$ cat config.mk
export PLATFORM = sky130hd
export DESIGN_NAME = cfa_cell_format_adapter
export DESIGN_NICKNAME = d
export VERILOG_FILES = /design/src/common/cfa_pkg.sv /design/src/hdl/cfa_cell_format_adapter.sv
export SDC_FILE = /design/constraint.sdc
export NUM_CORES = 1
export LEC_CHECK = 0
export ABC_CLOCK_PERIOD_IN_PS = 2230
export BUFFER_PORTS_ARGS = -buffer_cell sky130_fd_sc_hd__buf_2
export CAP_MARGIN = 20
export CORE_MARGIN = 2
export CORE_UTILIZATION = 45
export CTS_CLUSTER_SIZE = 25
export DETAILED_ROUTE_END_ITERATION = 10
export PLACE_DENSITY = 0.77
export SLEW_MARGIN = 10
export SYNTH_ARGS = -nofsm -noshare
export SYNTH_HDL_FRONTEND = slang
export SYNTH_SLANG_ARGS = --single-unit
$ cat constraint.sdc
create_clock -name aclk -period 2.23 [get_ports aclk]
set_input_delay 0.446 -clock aclk [delete_from_list [all_inputs] [get_ports aclk]]
set_output_delay 0.446 -clock aclk [all_outputs]
set_load 0.1 [all_outputs]
$ cat src/common/cfa_pkg.sv
package cfa_pkg;

	// Register bus carriers; AXI4-Lite signal names kept as published.
	typedef struct packed {
		logic [11:0] awaddr;
		logic awvalid;
		logic [31:0] wdata;
		logic [3:0] wstrb;
		logic wvalid;
		logic bready;
		logic [11:0] araddr;
		logic arvalid;
		logic rready;
	} cfa_axi_req_type;

	typedef struct packed {
		logic awready;
		logic wready;
		logic [1:0] bresp;
		logic bvalid;
		logic arready;
		logic [31:0] rdata;
		logic [1:0] rresp;
		logic rvalid;
	} cfa_axi_rsp_type;

	localparam logic [1:0] CFA_RESP_OKAY = 2'h0;
	localparam logic [1:0] CFA_RESP_SLVERR = 2'h2;

	// Register indexes; the byte address is four times the index.
	localparam logic [9:0] CFA_IDX_IN_CFG = 10'h010;
	localparam logic [9:0] CFA_IDX_OUT_CFG = 10'h014;
	localparam logic [9:0] CFA_IDX_EXT_MATCH = 10'h018;
	localparam logic [9:0] CFA_IDX_EXT_MASK = 10'h019;
	localparam logic [9:0] CFA_IDX_STATUS = 10'h01a;
	localparam logic [9:0] CFA_IDX_LINK_CFG = 10'h040;
	localparam logic [9:0] CFA_IDX_RX_CFG = 10'h069;
	localparam logic [9:0] CFA_IDX_TX_CFG = 10'h071;

	// Port configuration fields (input and output registers share a layout).
	localparam int CFA_B_MASTER = 0;
	localparam int CFA_B_NARROW = 1;
	localparam int CFA_B_ADDRESSED = 2;
	localparam int CFA_B_H5 = 3;
	localparam int CFA_B_PRE_LO = 4;
	localparam int CFA_B_HDR_SEL = 6;
	localparam int CFA_B_CSD = 7;
	// Link configuration fields.
	localparam int CFA_B_USR_LO = 0;
	localparam int CFA_B_CHECK = 4;
	localparam int CFA_B_LPRE = 5;
	localparam int CFA_B_FAR_NARROW = 6;
	localparam int CFA_B_FAR_CSD = 7;
	// Serial port fields.
	localparam int CFA_B_DELIN_DIS = 0;
	localparam int CFA_B_UNFRAMED = 1;
	localparam int CFA_B_HCS_PASS = 0;

	localparam logic [7:0] CFA_PORT_CFG_RST = 8'h08;
	localparam logic [7:0] CFA_LINK_CFG_RST = 8'h06;
	localparam logic [7:0] CFA_ZERO_RST = 8'h00;

	// Cell length figures in bytes.
	localparam logic [6:0] CFA_BASE_CELL = 7'h35;
	localparam logic [6:0] CFA_UDF_BYTES = 7'h01;
	localparam logic [6:0] CFA_ADDR8_BYTES = 7'h01;
	localparam logic [6:0] CFA_ADDR16_BYTES = 7'h02;
	localparam logic [6:0] CFA_PRE_BYTES = 7'h02;
	localparam logic [1:0] CFA_PRE8_CODE = 2'h2;
	localparam logic [1:0] CFA_PRE16_CODE = 2'h1;
	localparam logic [6:0] CFA_LINK_SYS = 7'h05;
	localparam logic [6:0] CFA_LINK_PAYLOAD = 7'h30;
	localparam logic [6:0] CFA_LINK_PRE_BYTES = 7'h02;
	localparam logic [6:0] CFA_LINK_CHECK_BYTES = 7'h02;
	localparam logic [2:0] CFA_HDR_ALL = 3'h5;
	localparam logic [2:0] CFA_HDR_NO_CHECK = 3'h4;

	typedef enum logic [2:0] {
		CFA_CTL_FIXED_ADDR = 3'b000,
		CFA_CTL_PREPEND = 3'b001,
		CFA_CTL_HEADER = 3'b010,
		CFA_CTL_HEADER_BYTE_INCLUDE = 3'b011,
		CFA_CTL_UNDEF = 3'b100,
		CFA_CTL_PAYLOAD = 3'b101
	} cfa_ctl_class_type;

endpackage

$ cat src/hdl/cfa_cell_format_adapter.sv
// What this block does
// RULE_01: Master port carries 53 bytes or 27 words.
// RULE_02: Single-PHY slave output proxies 32 channels.
// RULE_03: Header select puts channel into H5 byte.
// RULE_04: Prepend code adds two bytes or one word.
// RULE_05: Header include bit zero omits H5 field; the code keeps the H5 field on the output port when header select is in force.
// RULE_06: Addressed mode ignores header select bit.
// RULE_07: Addressed input matches base via match/mask.
// RULE_08: Output address word appends extended match value.
// RULE_09: Default input cell lengths 53, 54, 56.
// RULE_10: Default slave output lengths 54 and 56.
// RULE_11: UDF undefined or stripped across bus widths.
// RULE_12: Serial data port cells always 53 bytes.
// RULE_13: Serial receive delineates by default, disable bit.
// RULE_14: Serial transmit generates header check by default.
// RULE_15: Unframed serial data keeps all five header bytes.
// RULE_16: Control cell byte map fixed per position.
// RULE_17: Link carries channel address in extra word.
// RULE_18: Link format settings match on both ends.
// RULE_19: Default link cell is 59 bytes.
// RULE_20: Header select valid only for far single-PHY.
// RULE_21: Leave link prepend off to save bandwidth.
//
// Chosen here: the AXI4-Lite register port.
module cfa_cell_format_adapter
	import cfa_pkg::*;
#(
	parameter int ADDR_W = 12
) (
	input wire logic aclk,
	input wire logic aresetn,
	input wire cfa_axi_req_type axi_req,
	output cfa_axi_rsp_type axi_rsp,
	input wire logic in_addr_valid,
	input wire logic [ADDR_W-1:0] in_addr,
	output logic in_addr_hit,
	output logic [4:0] in_chan,
	input wire logic out_chan_valid,
	input wire logic [4:0] out_chan,
	output logic [15:0] out_addr_word,
	output logic [7:0] out_h5_byte,
	output logic out_addr_in_h5,
	input wire logic [5:0] ctl_byte_idx,
	output cfa_ctl_class_type ctl_byte_class,
	output logic [6:0] in_cell_len,
	output logic [6:0] out_cell_len,
	output logic [6:0] out_cell_units,
	output logic [6:0] link_cell_len,
	output logic udf_undefined,
	output logic udf_stripped,
	output logic rx_delineation_en,
	output logic tx_header_check_gen,
	output logic [2:0] hdr_bytes_carried
);

	logic [7:0] in_cfg_ff;
	logic [7:0] out_cfg_ff;
	logic [7:0] ext_match_ff;
	logic [7:0] ext_mask_ff;
	logic [7:0] link_cfg_ff;
	logic [7:0] rx_cfg_ff;
	logic [7:0] tx_cfg_ff;
	logic awready_ff;
	logic bvalid_ff;
	logic [1:0] bresp_ff;
	logic arready_ff;
	logic rvalid_ff;
	logic [31:0] rdata_ff;
	logic [1:0] rresp_ff;
	logic in_addr_hit_ff;
	logic [4:0] in_chan_ff;
	logic [15:0] out_addr_word_ff;
	logic [7:0] out_h5_byte_ff;
	logic out_addr_in_h5_ff;
	cfa_ctl_class_type ctl_class_ff;
	logic [6:0] in_len_ff;
	logic [6:0] out_len_ff;
	logic [6:0] out_units_ff;
	logic [6:0] link_len_ff;
	logic udf_undef_ff;
	logic udf_strip_ff;
	logic delin_ff;
	logic hcs_gen_ff;
	logic [2:0] hdr_carried_ff;
	logic [6:0] nxt_in_len;
	logic [6:0] nxt_out_len;
	logic [6:0] nxt_link_len;
	logic [31:0] nxt_rdata;
	logic wr_fire;
	logic rd_fire;
	logic wr_mapped;
	logic rd_mapped;
	logic out_hdr_sel_eff;

	// Indexes that hold a register answer OKAY, except writes to the read-only status index; the rest answer SLVERR.
	function automatic logic idx_mapped(input logic [9:0] idx);
		idx_mapped = (idx == CFA_IDX_IN_CFG) || (idx == CFA_IDX_OUT_CFG) ||
			(idx == CFA_IDX_EXT_MATCH) || (idx == CFA_IDX_EXT_MASK) ||
			(idx == CFA_IDX_STATUS) || (idx == CFA_IDX_LINK_CFG) ||
			(idx == CFA_IDX_RX_CFG) || (idx == CFA_IDX_TX_CFG);
	endfunction

	// Cell length on one parallel port, built from the base cell with bytes added or removed per field.
	function automatic logic [6:0] port_len(input logic [7:0] cfg, input logic is_out);
		logic narrow;
		logic addr_field;
		logic h5_field;
		logic hdr_sel;
		logic [6:0] len;
		narrow = cfg[CFA_B_NARROW];
		hdr_sel = is_out && cfg[CFA_B_HDR_SEL] && !cfg[CFA_B_ADDRESSED]; // see RULE_06
		h5_field = cfg[CFA_B_H5] || hdr_sel; // see RULE_05
		addr_field = cfg[CFA_B_ADDRESSED] ||
			(is_out && !cfg[CFA_B_MASTER] && !hdr_sel); // see RULE_02
		len = CFA_BASE_CELL;
		if (!narrow) begin
			len = len + CFA_UDF_BYTES; // see RULE_09
		end
		if (!h5_field) begin
			len = len - (narrow ? CFA_UDF_BYTES : (CFA_UDF_BYTES + CFA_UDF_BYTES));
		end
		if (addr_field) begin
			len = len + (narrow ? CFA_ADDR8_BYTES : CFA_ADDR16_BYTES); // see RULE_10
		end
		if ((narrow && cfg[CFA_B_PRE_LO +: 2] == CFA_PRE8_CODE) ||
			(!narrow && cfg[CFA_B_PRE_LO +: 2] == CFA_PRE16_CODE)) begin
			len = len + CFA_PRE_BYTES; // see RULE_04
		end
		if (cfg[CFA_B_CSD]) begin
			len = CFA_BASE_CELL; // see RULE_12
		end
		port_len = len;
	endfunction

	assign wr_fire = awready_ff && axi_req.awvalid && axi_req.wvalid;
	assign rd_fire = arready_ff && axi_req.arvalid;
	assign wr_mapped = idx_mapped(axi_req.awaddr[11:2]) && (axi_req.awaddr[11:2] != CFA_IDX_STATUS);
	assign rd_mapped = idx_mapped(axi_req.araddr[11:2]);
	assign out_hdr_sel_eff = out_cfg_ff[CFA_B_HDR_SEL] && !out_cfg_ff[CFA_B_ADDRESSED]; // see RULE_06

	// Lengths are recomputed from the stored settings every cycle.
	always_comb begin
		nxt_in_len = port_len(in_cfg_ff, 1'b0); // see RULE_09
		nxt_out_len = port_len(out_cfg_ff, 1'b1); // see RULE_10
		nxt_link_len = CFA_LINK_SYS + 7'(link_cfg_ff[CFA_B_USR_LO +: 4]) + CFA_LINK_PAYLOAD; // see RULE_19
		if (link_cfg_ff[CFA_B_LPRE]) begin
			nxt_link_len = nxt_link_len + CFA_LINK_PRE_BYTES; // see RULE_21
		end
		if (link_cfg_ff[CFA_B_CHECK]) begin
			nxt_link_len = nxt_link_len + CFA_LINK_CHECK_BYTES;
		end
	end

	// Read data mux; the status word shows the lengths in force.
	always_comb begin
		nxt_rdata = 32'h00000000;
		case (axi_req.araddr[11:2])
			CFA_IDX_IN_CFG: nxt_rdata = {24'h000000, in_cfg_ff};
			CFA_IDX_OUT_CFG: nxt_rdata = {24'h000000, out_cfg_ff};
			CFA_IDX_EXT_MATCH: nxt_rdata = {24'h000000, ext_match_ff};
			CFA_IDX_EXT_MASK: nxt_rdata = {24'h000000, ext_mask_ff};
			CFA_IDX_LINK_CFG: nxt_rdata = {24'h000000, link_cfg_ff};
			CFA_IDX_RX_CFG: nxt_rdata = {24'h000000, rx_cfg_ff};
			CFA_IDX_TX_CFG: nxt_rdata = {24'h000000, tx_cfg_ff};
			CFA_IDX_STATUS: nxt_rdata = {9'h000, link_len_ff, 1'b0, out_len_ff, 1'b0, in_len_ff};
			default: nxt_rdata = 32'h00000000;
		endcase
	end

	// Configuration registers; only byte lane 0 holds data.
	always_ff @(posedge aclk) begin
		if (!aresetn) begin
			in_cfg_ff <= CFA_PORT_CFG_RST;
			out_cfg_ff <= CFA_PORT_CFG_RST;
			ext_match_ff <= CFA_ZERO_RST;
			ext_mask_ff <= CFA_ZERO_RST;
			link_cfg_ff <= CFA_LINK_CFG_RST; // see RULE_19
			rx_cfg_ff <= CFA_ZERO_RST;
			tx_cfg_ff <= CFA_ZERO_RST;
		end else if (wr_fire && axi_req.wstrb[0]) begin
			case (axi_req.awaddr[11:2])
				CFA_IDX_IN_CFG: in_cfg_ff <= axi_req.wdata[7:0];
				CFA_IDX_OUT_CFG: out_cfg_ff <= axi_req.wdata[7:0];
				CFA_IDX_EXT_MATCH: ext_match_ff <= axi_req.wdata[7:0];
				CFA_IDX_EXT_MASK: ext_mask_ff <= axi_req.wdata[7:0];
				CFA_IDX_LINK_CFG: link_cfg_ff <= axi_req.wdata[7:0]; // see RULE_18
				CFA_IDX_RX_CFG: rx_cfg_ff <= axi_req.wdata[7:0];
				CFA_IDX_TX_CFG: tx_cfg_ff <= axi_req.wdata[7:0];
				default: ;
			endcase
		end
	end

	// Write channel: address and data are taken together, one write at a time.
	always_ff @(posedge aclk) begin
		if (!aresetn) begin
			awready_ff <= 1'b0;
			bvalid_ff <= 1'b0;
			bresp_ff <= CFA_RESP_OKAY;
		end else begin
			awready_ff <= axi_req.awvalid && axi_req.wvalid && !awready_ff && !bvalid_ff;
			if (wr_fire) begin
				bvalid_ff <= 1'b1;
				bresp_ff <= wr_mapped ? CFA_RESP_OKAY : CFA_RESP_SLVERR;
			end else if (axi_req.bready) begin
				bvalid_ff <= 1'b0;
			end
		end
	end

	// Read channel: the ready pulse is held off while a response is pending.
	always_ff @(posedge aclk) begin
		if (!aresetn) begin
			arready_ff <= 1'b0;
			rvalid_ff <= 1'b0;
			rdata_ff <= 32'h00000000;
			rresp_ff <= CFA_RESP_OKAY;
		end else begin
			arready_ff <= axi_req.arvalid && !arready_ff && !rvalid_ff;
			if (rd_fire) begin
				rvalid_ff <= 1'b1;
				rdata_ff <= nxt_rdata;
				rresp_ff <= rd_mapped ? CFA_RESP_OKAY : CFA_RESP_SLVERR;
			end else if (axi_req.rready) begin
				rvalid_ff <= 1'b0;
			end
		end
	end

	// Format results follow the settings one cycle later.
	always_ff @(posedge aclk) begin
		if (!aresetn) begin
			in_len_ff <= CFA_BASE_CELL;
			out_len_ff <= CFA_BASE_CELL;
			out_units_ff <= CFA_BASE_CELL;
			link_len_ff <= CFA_BASE_CELL;
			udf_undef_ff <= 1'b0;
			udf_strip_ff <= 1'b0;
			delin_ff <= 1'b1;
			hcs_gen_ff <= 1'b1;
			hdr_carried_ff <= CFA_HDR_NO_CHECK;
			out_addr_in_h5_ff <= 1'b0;
		end else begin
			in_len_ff <= nxt_in_len;
			out_len_ff <= nxt_out_len;
			// A wide port moves 16-bit words, so 54 bytes become 27 transfers.
			out_units_ff <= out_cfg_ff[CFA_B_NARROW] ? nxt_out_len : (nxt_out_len >> 1); // see RULE_01
			link_len_ff <= nxt_link_len; // see RULE_17
			udf_undef_ff <= !out_cfg_ff[CFA_B_NARROW] && !out_cfg_ff[CFA_B_CSD] &&
				(link_cfg_ff[CFA_B_FAR_NARROW] || link_cfg_ff[CFA_B_FAR_CSD]); // see RULE_11
			udf_strip_ff <= !link_cfg_ff[CFA_B_FAR_NARROW] && !link_cfg_ff[CFA_B_FAR_CSD] &&
				(out_cfg_ff[CFA_B_NARROW] || out_cfg_ff[CFA_B_CSD]); // see RULE_11
			delin_ff <= !rx_cfg_ff[CFA_B_DELIN_DIS]; // see RULE_13
			hcs_gen_ff <= !tx_cfg_ff[CFA_B_HCS_PASS]; // see RULE_14
			// Unframed data has no check byte to regenerate, so all five travel.
			hdr_carried_ff <= rx_cfg_ff[CFA_B_UNFRAMED] ? CFA_HDR_ALL : CFA_HDR_NO_CHECK; // see RULE_15
			out_addr_in_h5_ff <= out_hdr_sel_eff; // see RULE_03
		end
	end

	// Input address match: the upper bits locate the device, the low five pick a channel.
	always_ff @(posedge aclk) begin
		if (!aresetn) begin
			in_addr_hit_ff <= 1'b0;
			in_chan_ff <= 5'h00;
		end else if (in_addr_valid) begin
			in_chan_ff <= in_addr[4:0];
			if (in_cfg_ff[CFA_B_ADDRESSED]) begin
				in_addr_hit_ff <= ((in_addr[ADDR_W-1:5] ^ (ADDR_W-5)'(ext_match_ff)) &
					(ADDR_W-5)'(ext_mask_ff)) == '0; // see RULE_07
			end else begin
				in_addr_hit_ff <= 1'b1;
			end
		end else begin
			in_addr_hit_ff <= 1'b0;
		end
	end

	// Output channel carriage: plain address word, H5 byte, or extended address word.
	always_ff @(posedge aclk) begin
		if (!aresetn) begin
			out_addr_word_ff <= 16'h0000;
			out_h5_byte_ff <= 8'h00;
		end else if (out_chan_valid) begin
			if (out_cfg_ff[CFA_B_ADDRESSED]) begin
				out_addr_word_ff <= {ext_match_ff, 3'h0, out_chan}; // see RULE_08
				out_h5_byte_ff <= 8'h00;
			end else if (out_hdr_sel_eff) begin
				out_addr_word_ff <= 16'h0000;
				out_h5_byte_ff <= {3'h0, out_chan}; // see RULE_03
			end else begin
				out_addr_word_ff <= {11'h000, out_chan}; // see RULE_02
				out_h5_byte_ff <= 8'h00;
			end
		end
	end

	// Control cell byte map; bytes past the header section are payload.
	always_ff @(posedge aclk) begin
		if (!aresetn) begin
			ctl_class_ff <= CFA_CTL_FIXED_ADDR;
		end else begin
			case (ctl_byte_idx)
				6'h00, 6'h01: ctl_class_ff <= CFA_CTL_FIXED_ADDR; // see RULE_16
				6'h02, 6'h03: ctl_class_ff <= CFA_CTL_PREPEND; // see RULE_16
				6'h04, 6'h05, 6'h06, 6'h07: ctl_class_ff <= CFA_CTL_HEADER;
				6'h08, 6'h09: ctl_class_ff <= CFA_CTL_HEADER_BYTE_INCLUDE; // see RULE_16
				6'h0a, 6'h0b: ctl_class_ff <= CFA_CTL_UNDEF; // see RULE_16
				default: ctl_class_ff <= CFA_CTL_PAYLOAD;
			endcase
		end
	end

	// Every output is a flip-flop.
	assign axi_rsp.awready = awready_ff;
	assign axi_rsp.wready = awready_ff;
	assign axi_rsp.bresp = bresp_ff;
	assign axi_rsp.bvalid = bvalid_ff;
	assign axi_rsp.arready = arready_ff;
	assign axi_rsp.rdata = rdata_ff;
	assign axi_rsp.rresp = rresp_ff;
	assign axi_rsp.rvalid = rvalid_ff;
	assign in_addr_hit = in_addr_hit_ff;
	assign in_chan = in_chan_ff;
	assign out_addr_word = out_addr_word_ff;
	assign out_h5_byte = out_h5_byte_ff;
	assign out_addr_in_h5 = out_addr_in_h5_ff;
	assign ctl_byte_class = ctl_class_ff;
	assign in_cell_len = in_len_ff;
	assign out_cell_len = out_len_ff;
	assign out_cell_units = out_units_ff;
	assign link_cell_len = link_len_ff;
	assign udf_undefined = udf_undef_ff;
	assign udf_stripped = udf_strip_ff;
	assign rx_delineation_en = delin_ff;
	assign tx_header_check_gen = hcs_gen_ff;
	assign hdr_bytes_carried = hdr_carried_ff;

endmodule

==> results of run 1 <==
## state kept, by name, summed over array words and instances, names as in the netlist, 8 cells and up
signal         flops
ext_mask_ff        8
ext_match_ff       8
in_cfg_ff          8
link_cfg_ff        8
out_addr_word     13
out_cfg_ff         8
rdata_ff          22
rx_cfg_ff          8
tx_cfg_ff          8
## metal layers
layer	wire length [um]	share of wire, %	track usage, %	up-vias
li1	-	-	-	2868
met1	7549	45	27.37	2633
met2	7695	46	33.99	241
met3	1192	7.1	5.609	35
met4	433	2.6	8.403	0
met5	0	0	0	-
## metrics by stage
stage | setup TNS (ns) | power (mW) | hold WS, ns
6_report | 0 | 6.356 | 0.2809
5_1_grt | 0 | 6.559 | 0.2805
3_3_place_gp | 0 | 3.458 | 0.3917
3_5_place_dp | -0.01711 | 3.463 | 0.3927
4_1_cts | 0 | 6.401 | 0.2728
2_1_floorplan | 0 | 3.313 | 0.3703
## final cells by class
class / instances / area (um2) / share of cell area (%)
repair buffers: 189 / 1059 / 12.55
inverters: 18 / 67.56 / 0.8008
well taps: 184 / 230.2 / 2.729
flip-flops and latches: 145 / 2903 / 34.41
multi-input cells: 526 / 3563 / 42.24
clock inverters: 13 / 171.4 / 2.032
clock buffers: 19 / 442.9 / 5.250
## worst max-delay path: stages, from the launching register on
cell and delay, ns:
dfxtp_1 0.31, nor2b_1 0.14, or2_4 0.24, ha_1 0.27, mux2i_1 0.18, inv_1 0.06
ha_1 0.29, mux2_4 0.29, nor3_2 0.11, o21ai_1 0.09
## synth_stat cells (2+ instances only)
cell type	n	share of area [%]
and2_1	12	1.1
nor2b_1	66	6.1
a32o_1	2	0.30
dfxtp_1	145	43
buf_1	3	0.17
o221ai_1	2	0.26
ha_1	12	2.2
buf_4	25	2.8
a21oi_1	16	1.2
nand3_1	30	2.2
conb_1	2	0.11
or4_1	6	0.67
and3_1	4	0.37
mux2i_1	54	8.0
a22o_1	3	0.39
o211ai_1	2	0.22
xnor2_1	4	0.52
nor3_1	9	0.67
nand4_1	5	0.46
inv_1	18	1.0
nor4b_1	2	0.26
a31oi_1	4	0.37
nor4_1	6	0.55
nor2_1	16	0.89
a32oi_1	3	0.39
o31a_1	2	0.26
nand2b_1	21	1.9
nand3b_1	7	0.78
a211oi_1	3	0.33
or3_1	2	0.18
o22ai_1	6	0.55
clkbuf_1	34	1.9
o21ai_0	36	2.7
mux2_2	9	1.5
a221oi_1	2	0.26
a21boi_0	36	4.0
nor3b_1	5	0.55
xor2_1	13	1.7
and3b_1	4	0.52
nor4bb_1	3	0.44
a22oi_1	23	2.5
nand2_1	53	2.9
buf_2	4	0.30
## cell families (layout without fill, tap and decap cells)
| group | after synthesis | after routing | share of synthesized area (%) |
|---|---|---|---|
| AOI/OAI and AO/OA | 149 | 149 | 14.89 |
| xor gates and xnor gates | 18 | 18 | 2.531 |
| adders and majority gates | 12 | 12 | 2.217 |
| buffers and inverters | 85 | 239 | 6.282 |
| DFF | 145 | 145 | 42.87 |
| muxes | 63 | 63 | 9.479 |
| other | 2 | 27 | 0.1109 |
| and+or+nand+nor | 257 | 257 | 21.62 |
## final timing paths
kind,endpoint,slack [ns],cells past startpoint
max,out_cell_units[2]$_SDFF_PN1_,0.12,9
min,awready_ff$_SDFF_PN0_,0.28,3
max reg2reg,out_cell_units[2]$_SDFF_PN1_,0.12,9
min reg2reg,rx_delineation_en$_SDFF_PN1_,0.41,1
## repair_timing
item | 4_1_cts | 5_1_grt
hold buffers | 0 | 0
gates resized for setup | 1 | 6
setup endpoints to repair | 1 | 4
## power by group through the flow
stage | sequential (mW) | combinational (mW) | clock [mW]
CTS | 2.64 | 0.762 | 2.99
finish | 2.64 | 0.764 | 2.95
detailed placement | 2.70 | 0.762 | 0
global placement | 2.70 | 0.757 | 0
floorplan | 2.94 | 0.375 | 0
global route | 2.65 | 0.800 | 3.11
==> flow_summary.json, run 1 <==
{
  "pwr-share-clk_pct": 46.4,
  "htree_levels": 4,
  "synth-edff-count": 0,
  "synthCells": 731,
  "rsz0062_at_grt": "false",
  "top_level_ports": 202,
  "min_period_over_period_pct": 94.77,
  "worstPathRequired_ns": 2.51,
  "fin_skew_ns": 0.01142,
  "placedCellCount": 1062,
  "startpoint": "out_cfg_ff[6]$_SDFFE_PN0P_",
  "hp-start": "axi_req[52]",
  "std_cell_rows": 44,
  "nets": 1001,
  "vias": 5777,
  "crit_type": "reg -> reg",
  "grt_first_pass_wirelength_mm": 26.87,
  "final_cell_area_mm2": 0.008437,
  "synth_seq_area_share_pct": 42.87,
  "dieArea_mm2": 0.01605,
  "outcome": "finished, final reports clean",
  "finalCriticalPeriod_ns": 2.113,
  "core_mm2": 0.01464,
  "grt_start_max_net_pins": 37,
  "power.leakage_nw": 3.724,
  "synth.distinct_cells": 60,
  "async_reset_ff_share_pct": 0,
  "grt.overflow.total": 0,
  "min_path_type": "in -> reg",
  "cts_buffers": 17,
  "path_clk_slew_ns": 0.06,
  "worstReg2RegStart": "out_cfg_ff[6]$_SDFFE_PN0P_",
  "dp_hpwl_mm": 12.49,
  "layout-drive-gt1-share_pct": 25.93,
  "clkLatencyLatePin_ns": 0.43,
  "portBuffers": 149,
  "max_cap_violations": 0,
  "area_growth_pct": 24.59,
  "maxSlewViolCount": 0,
  "numClockSinks": 145,
  "p_int_mw": 4.593,
  "root_buffer": "clkbuf_16",
  "netlist_area_mm2": 0.006771,
  "irDropWorstVdd_mv": 0.4989,
  "post-cts-setup-buffers": 0,
  "drc_errors": 0,
  "final_cell_mix": "buf_2 (149), dfxtp_1 (145), nor2b_1 (66)",
  "fp.dieH_um": 126.7,
  "cp_max_fo": 3,
  "routed_wl_mm": 16.87,
  "max_clock_freq_ghz": 0.4732,
  "fillers": 1357,
  "setup_viol": 0,
  "avgSynthCellArea_um2": 9.263,
  "initialDrtViolationCount": 529,
  "grt_antenna_before_repair": 0,
  "cp-start-kind": "flip-flop",
  "antenna_left": 0,
  "dpl_worst_slack_ns": -0.01109,
  "utilization_pct": 57.61,
  "initial_utilization_pct": 46.24,
  "grt_pass1_vias": 5357,
  "yosys_warnings": 0,
  "slew_headroom_pct": 65.14,
  "gp_congestion": 0.9014,
  "final.setup.worst_slack_ns": 0.1167,
  "cp.arrival_ns": 2.39,
  "die_x_um": 126.7,
  "power.density_mw_per_mm2": 753.4,
  "layout_commonest_cell": "buf_2",
  "track_usage_pct": 21.19,
  "final_cells": 1094,
  "power_frac_comb_pct": 12.0,
  "cp-end-kind": "flip-flop",
  "routed_via_density": 5.281,
  "hold_viol_final": 0,
  "place_area_mm2": 0.007801,
  "wire_per_inst_um": 15.42,
  "tightest_slew_ns": 0.5229,
  "p_sw_mw": 1.763,
  "switching_share_pct": 27.74,
  "diodes": 0,
  "synth_flop_cell": "dfxtp_1",
  "clk_path_buf_depth": 2,
  "ys_ff_latch": 145,
  "cts_tree": "built",
  "first_pass_iters": 6,
  "pwr-share-seq_pct": 41.6
}
No activity file was read; power rests on OpenSTA's default activity.
==> run 2, diff against run 1 <==
ABC_AREA = 1   (was default)
==> flow_summary.json, run 2 <==
{
  "synth_top_area_share_pct": 43.76,
  "cp_max_fo": 3,
  "grt.overflow.total": 0,
  "largest_register_ffs": 22,
  "cp-start-kind": "flip-flop",
  "hold_viol_final": 0,
  "top_level_ports": 202,
  "cp_slowest_stage_delay_ns": 0.32,
  "crit_family": "simple AND/OR/NAND/NOR gates",
  "tns_ns": 0,
  "vias": 6438,
  "crit_top_cell": "nand2_1",
  "grt_start_max_net_pins": 37,
  "max_clock_freq_ghz": 0.5086,
  "cts_tree": "built",
  "rsz0062_at_grt": "false",
  "yosysTopAreaCell": "dfxtp_1",
  "clkLatencyLatePin_ns": 0.42,
  "dieArea_mm2": 0.01573,
  "track_usage_pct": 22.27,
  "ys_ff_latch": 145,
  "multiInputGateArea_mm2": 0.003110,
  "slew_headroom_pct": 65.38,
  "synth.most_common_cell": "nand2_1",
  "synth_area_leaders": "dfxtp_1 (44%), nand2_1 (9.1%), o21ai_0 (7.0%), a21oi_1 (5.8%), nor2_1 (5.7%)",
  "synth-edff-count": 0,
  "die_x_um": 125.4,
  "routed_via_density": 5.126,
  "max_cap_violations": 0,
  "fp.dieH_um": 125.4,
  "post-cts-setup-buffers": 0,
  "tightest_slew_ns": 0.5139,
  "path_clk_slew_ns": 0.06,
  "area_growth_pct": 23.29,
  "min_period_over_period_pct": 88.16,
  "grt_first_pass_wirelength_mm": 28.47,
  "antenna_left": 0,
  "min_path_type": "in -> reg",
  "routed_wl_mm": 17.36,
  "first_pass_iters": 5,
  "cp-end-kind": "flip-flop",
  "core_mm2": 0.01448,
  "drc_errors": 0,
  "nets": 1164,
  "cp.arrival_ns": 2.27,
  "synth_flop_cell": "dfxtp_1",
  "dp_hpwl_mm": 12.82,
  "maxSlewViolCount": 0,
  "yosys_warnings": 0,
  "power.density_mw_per_mm2": 800.0,
  "root_buffer": "clkbuf_16",
  "fin_hold_ws_ns": 0.2430,
  "netlist_area_mm2": 0.006634,
  "clk_path_buf_depth": 2,
  "path_buf_inv": 2,
  "crit_type": "reg -> reg",
  "regMostFlops": "rdata_ff",
  "synthTopCellsByCount": "nand2_1 (161), dfxtp_1 (145), nor2_1 (100)",
  "layout-drive-gt1-share_pct": 21.27,
  "setup_viol": 0,
  "place_area_mm2": 0.007551,
  "synth_seq_area_share_pct": 43.76,
  "outcome": "finished, final reports clean",
  "worstPathRequired_ns": 2.53,
  "cts_buffers": 17,
  "diodes": 0,
  "worst_path_max_delay_cell": "dfxtp_1",
  "htree_levels": 4,
  "grt_antenna_before_repair": 1,
  "path_cells": "inv_1 -> nor2_2 -> nor2_1 -> inv_1 -> ha_1 -> nand2_1 -> nand2_1 -> ha_1 -> nand2_1 -> nand2_1 -> a21oi_2 -> nand2_1 -> nand2_1 -> o21ai_0",
  "finalCriticalPeriod_ns": 1.966,
  "final_cells": 1256,
  "power.leakage_nw": 3.835,
  "fillers": 1334,
  "initial_utilization_pct": 45.82,
  "gp_congestion": 0.8257,
  "avgSynthCellArea_um2": 7.355,
  "synth.distinct_cells": 34,
  "numClockSinks": 145,
  "final_cell_area_mm2": 0.008179,
  "final-seq-area_mm2": 0.002904,
  "wire_per_inst_um": 13.82,
  "portBuffers": 149,
  "synthCells": 902,
  "fin_skew_ns": 0.007615,
  "async_reset_ff_share_pct": 0,
  "final_cell_mix": "nand2_1 (161), buf_2 (149), dfxtp_1 (144)",
  "layout_commonest_cell": "nand2_1",
  "std_cell_rows": 44,
  "irDropWorstVdd_mv": 0.5518,
  "placedCellCount": 1225,
  "initialDrtViolationCount": 670,
  "grt_pass1_vias": 5906
}
[run 2: worst paths after layout]
| kind | from | to | slack, ns | cells after the start |
|---|---|---|---|---|
| setup / recovery | out_cfg_ff[6]$_SDFFE_PN0P_ | out_cell_units[2]$_SDFF_PN1_ | 0.26 | 14 |
| hold / removal | in_addr[0] | in_chan[0]$_SDFFE_PN0P_ | 0.24 | 3 |
| setup reg to reg | out_cfg_ff[6]$_SDFFE_PN0P_ | out_cell_units[2]$_SDFF_PN1_ | 0.26 | 14 |
| hold reg to reg | rx_cfg_ff[0]$_SDFFE_PN0P_ | rx_delineation_en$_SDFF_PN1_ | 0.41 | 1 |
[run 2: timing repair]
action                                 CTS  global route
endpoints found under the hold margin    0             0
gates resized for setup                  0             5
setup endpoints to repair                0             2
hold buffers                             0             0
[run 2: where the power goes]
| group | switching [mW] | total (mW) | internal, mW |
|---|---|---|---|
| logic | 0.789 | 0.926 | 0.137 |
| registers | 0.0251 | 2.67 | 2.65 |
| clock network | 1.01 | 2.94 | 1.93 |
[run 2: logic make-up (layout without fill, tap and decap cells)]
logic type | Yosys count | in the layout | share of synthesized area (%)
compound gates | 200 | 200 | 16.37
xor+xnor | 4 | 4 | 0.5280
fa+ha+maj | 12 | 12 | 2.263
buf+inv | 156 | 301 | 10.98
flops | 145 | 145 | 43.76
other cells | 2 | 27 | 0.1132
simple gates | 383 | 383 | 25.99
[run 2: area by class of cell]
class | count | area share (%)
inverters | 94 | 4.345
multi-input cells | 626 | 38.03
repair buffers | 176 | 11.75
clock buffers | 27 | 6.394
clock inverters | 4 | 1.163
flip-flops and latches | 145 | 35.51
well taps | 184 | 2.815
[run 2: worst register-to-register path: stages, from the launching register on]
cell,delay [ns]
dfxtp_1,0.32
inv_1,0.09
nor2_2,0.04
nor2_1,0.12
inv_1,0.08
ha_1,0.27
nand2_1,0.09
nand2_1,0.08
ha_1,0.29
nand2_1,0.07
nand2_1,0.06
a21oi_2,0.12
nand2_1,0.08
nand2_1,0.06
o21ai_0,0.08
[run 2: layer usage]
metal  wire (um)  up-vias  track usage, %  part of all wire [%]
met2        7978      234           36.25                    46
met5          13        -               0                 0.075
met1        7853     2899           29.02                    45
met4         278        2           6.667                   1.6
met3        1232       28           6.076                   7.1
li1            -     3275               -                     -
[run 2: stage by stage]
stage,util (%),total power [mW],worst slack [ns]
4_1_cts,56.42,6.574,0.1544
3_3_place_gp,52.15,3.644,0.2264
3_5_place_dp,52.15,3.651,0.1723
5_1_grt,56.49,6.740,0.03934
2_1_floorplan,-,3.489,0.1525
6_report,56.49,6.543,0.2639
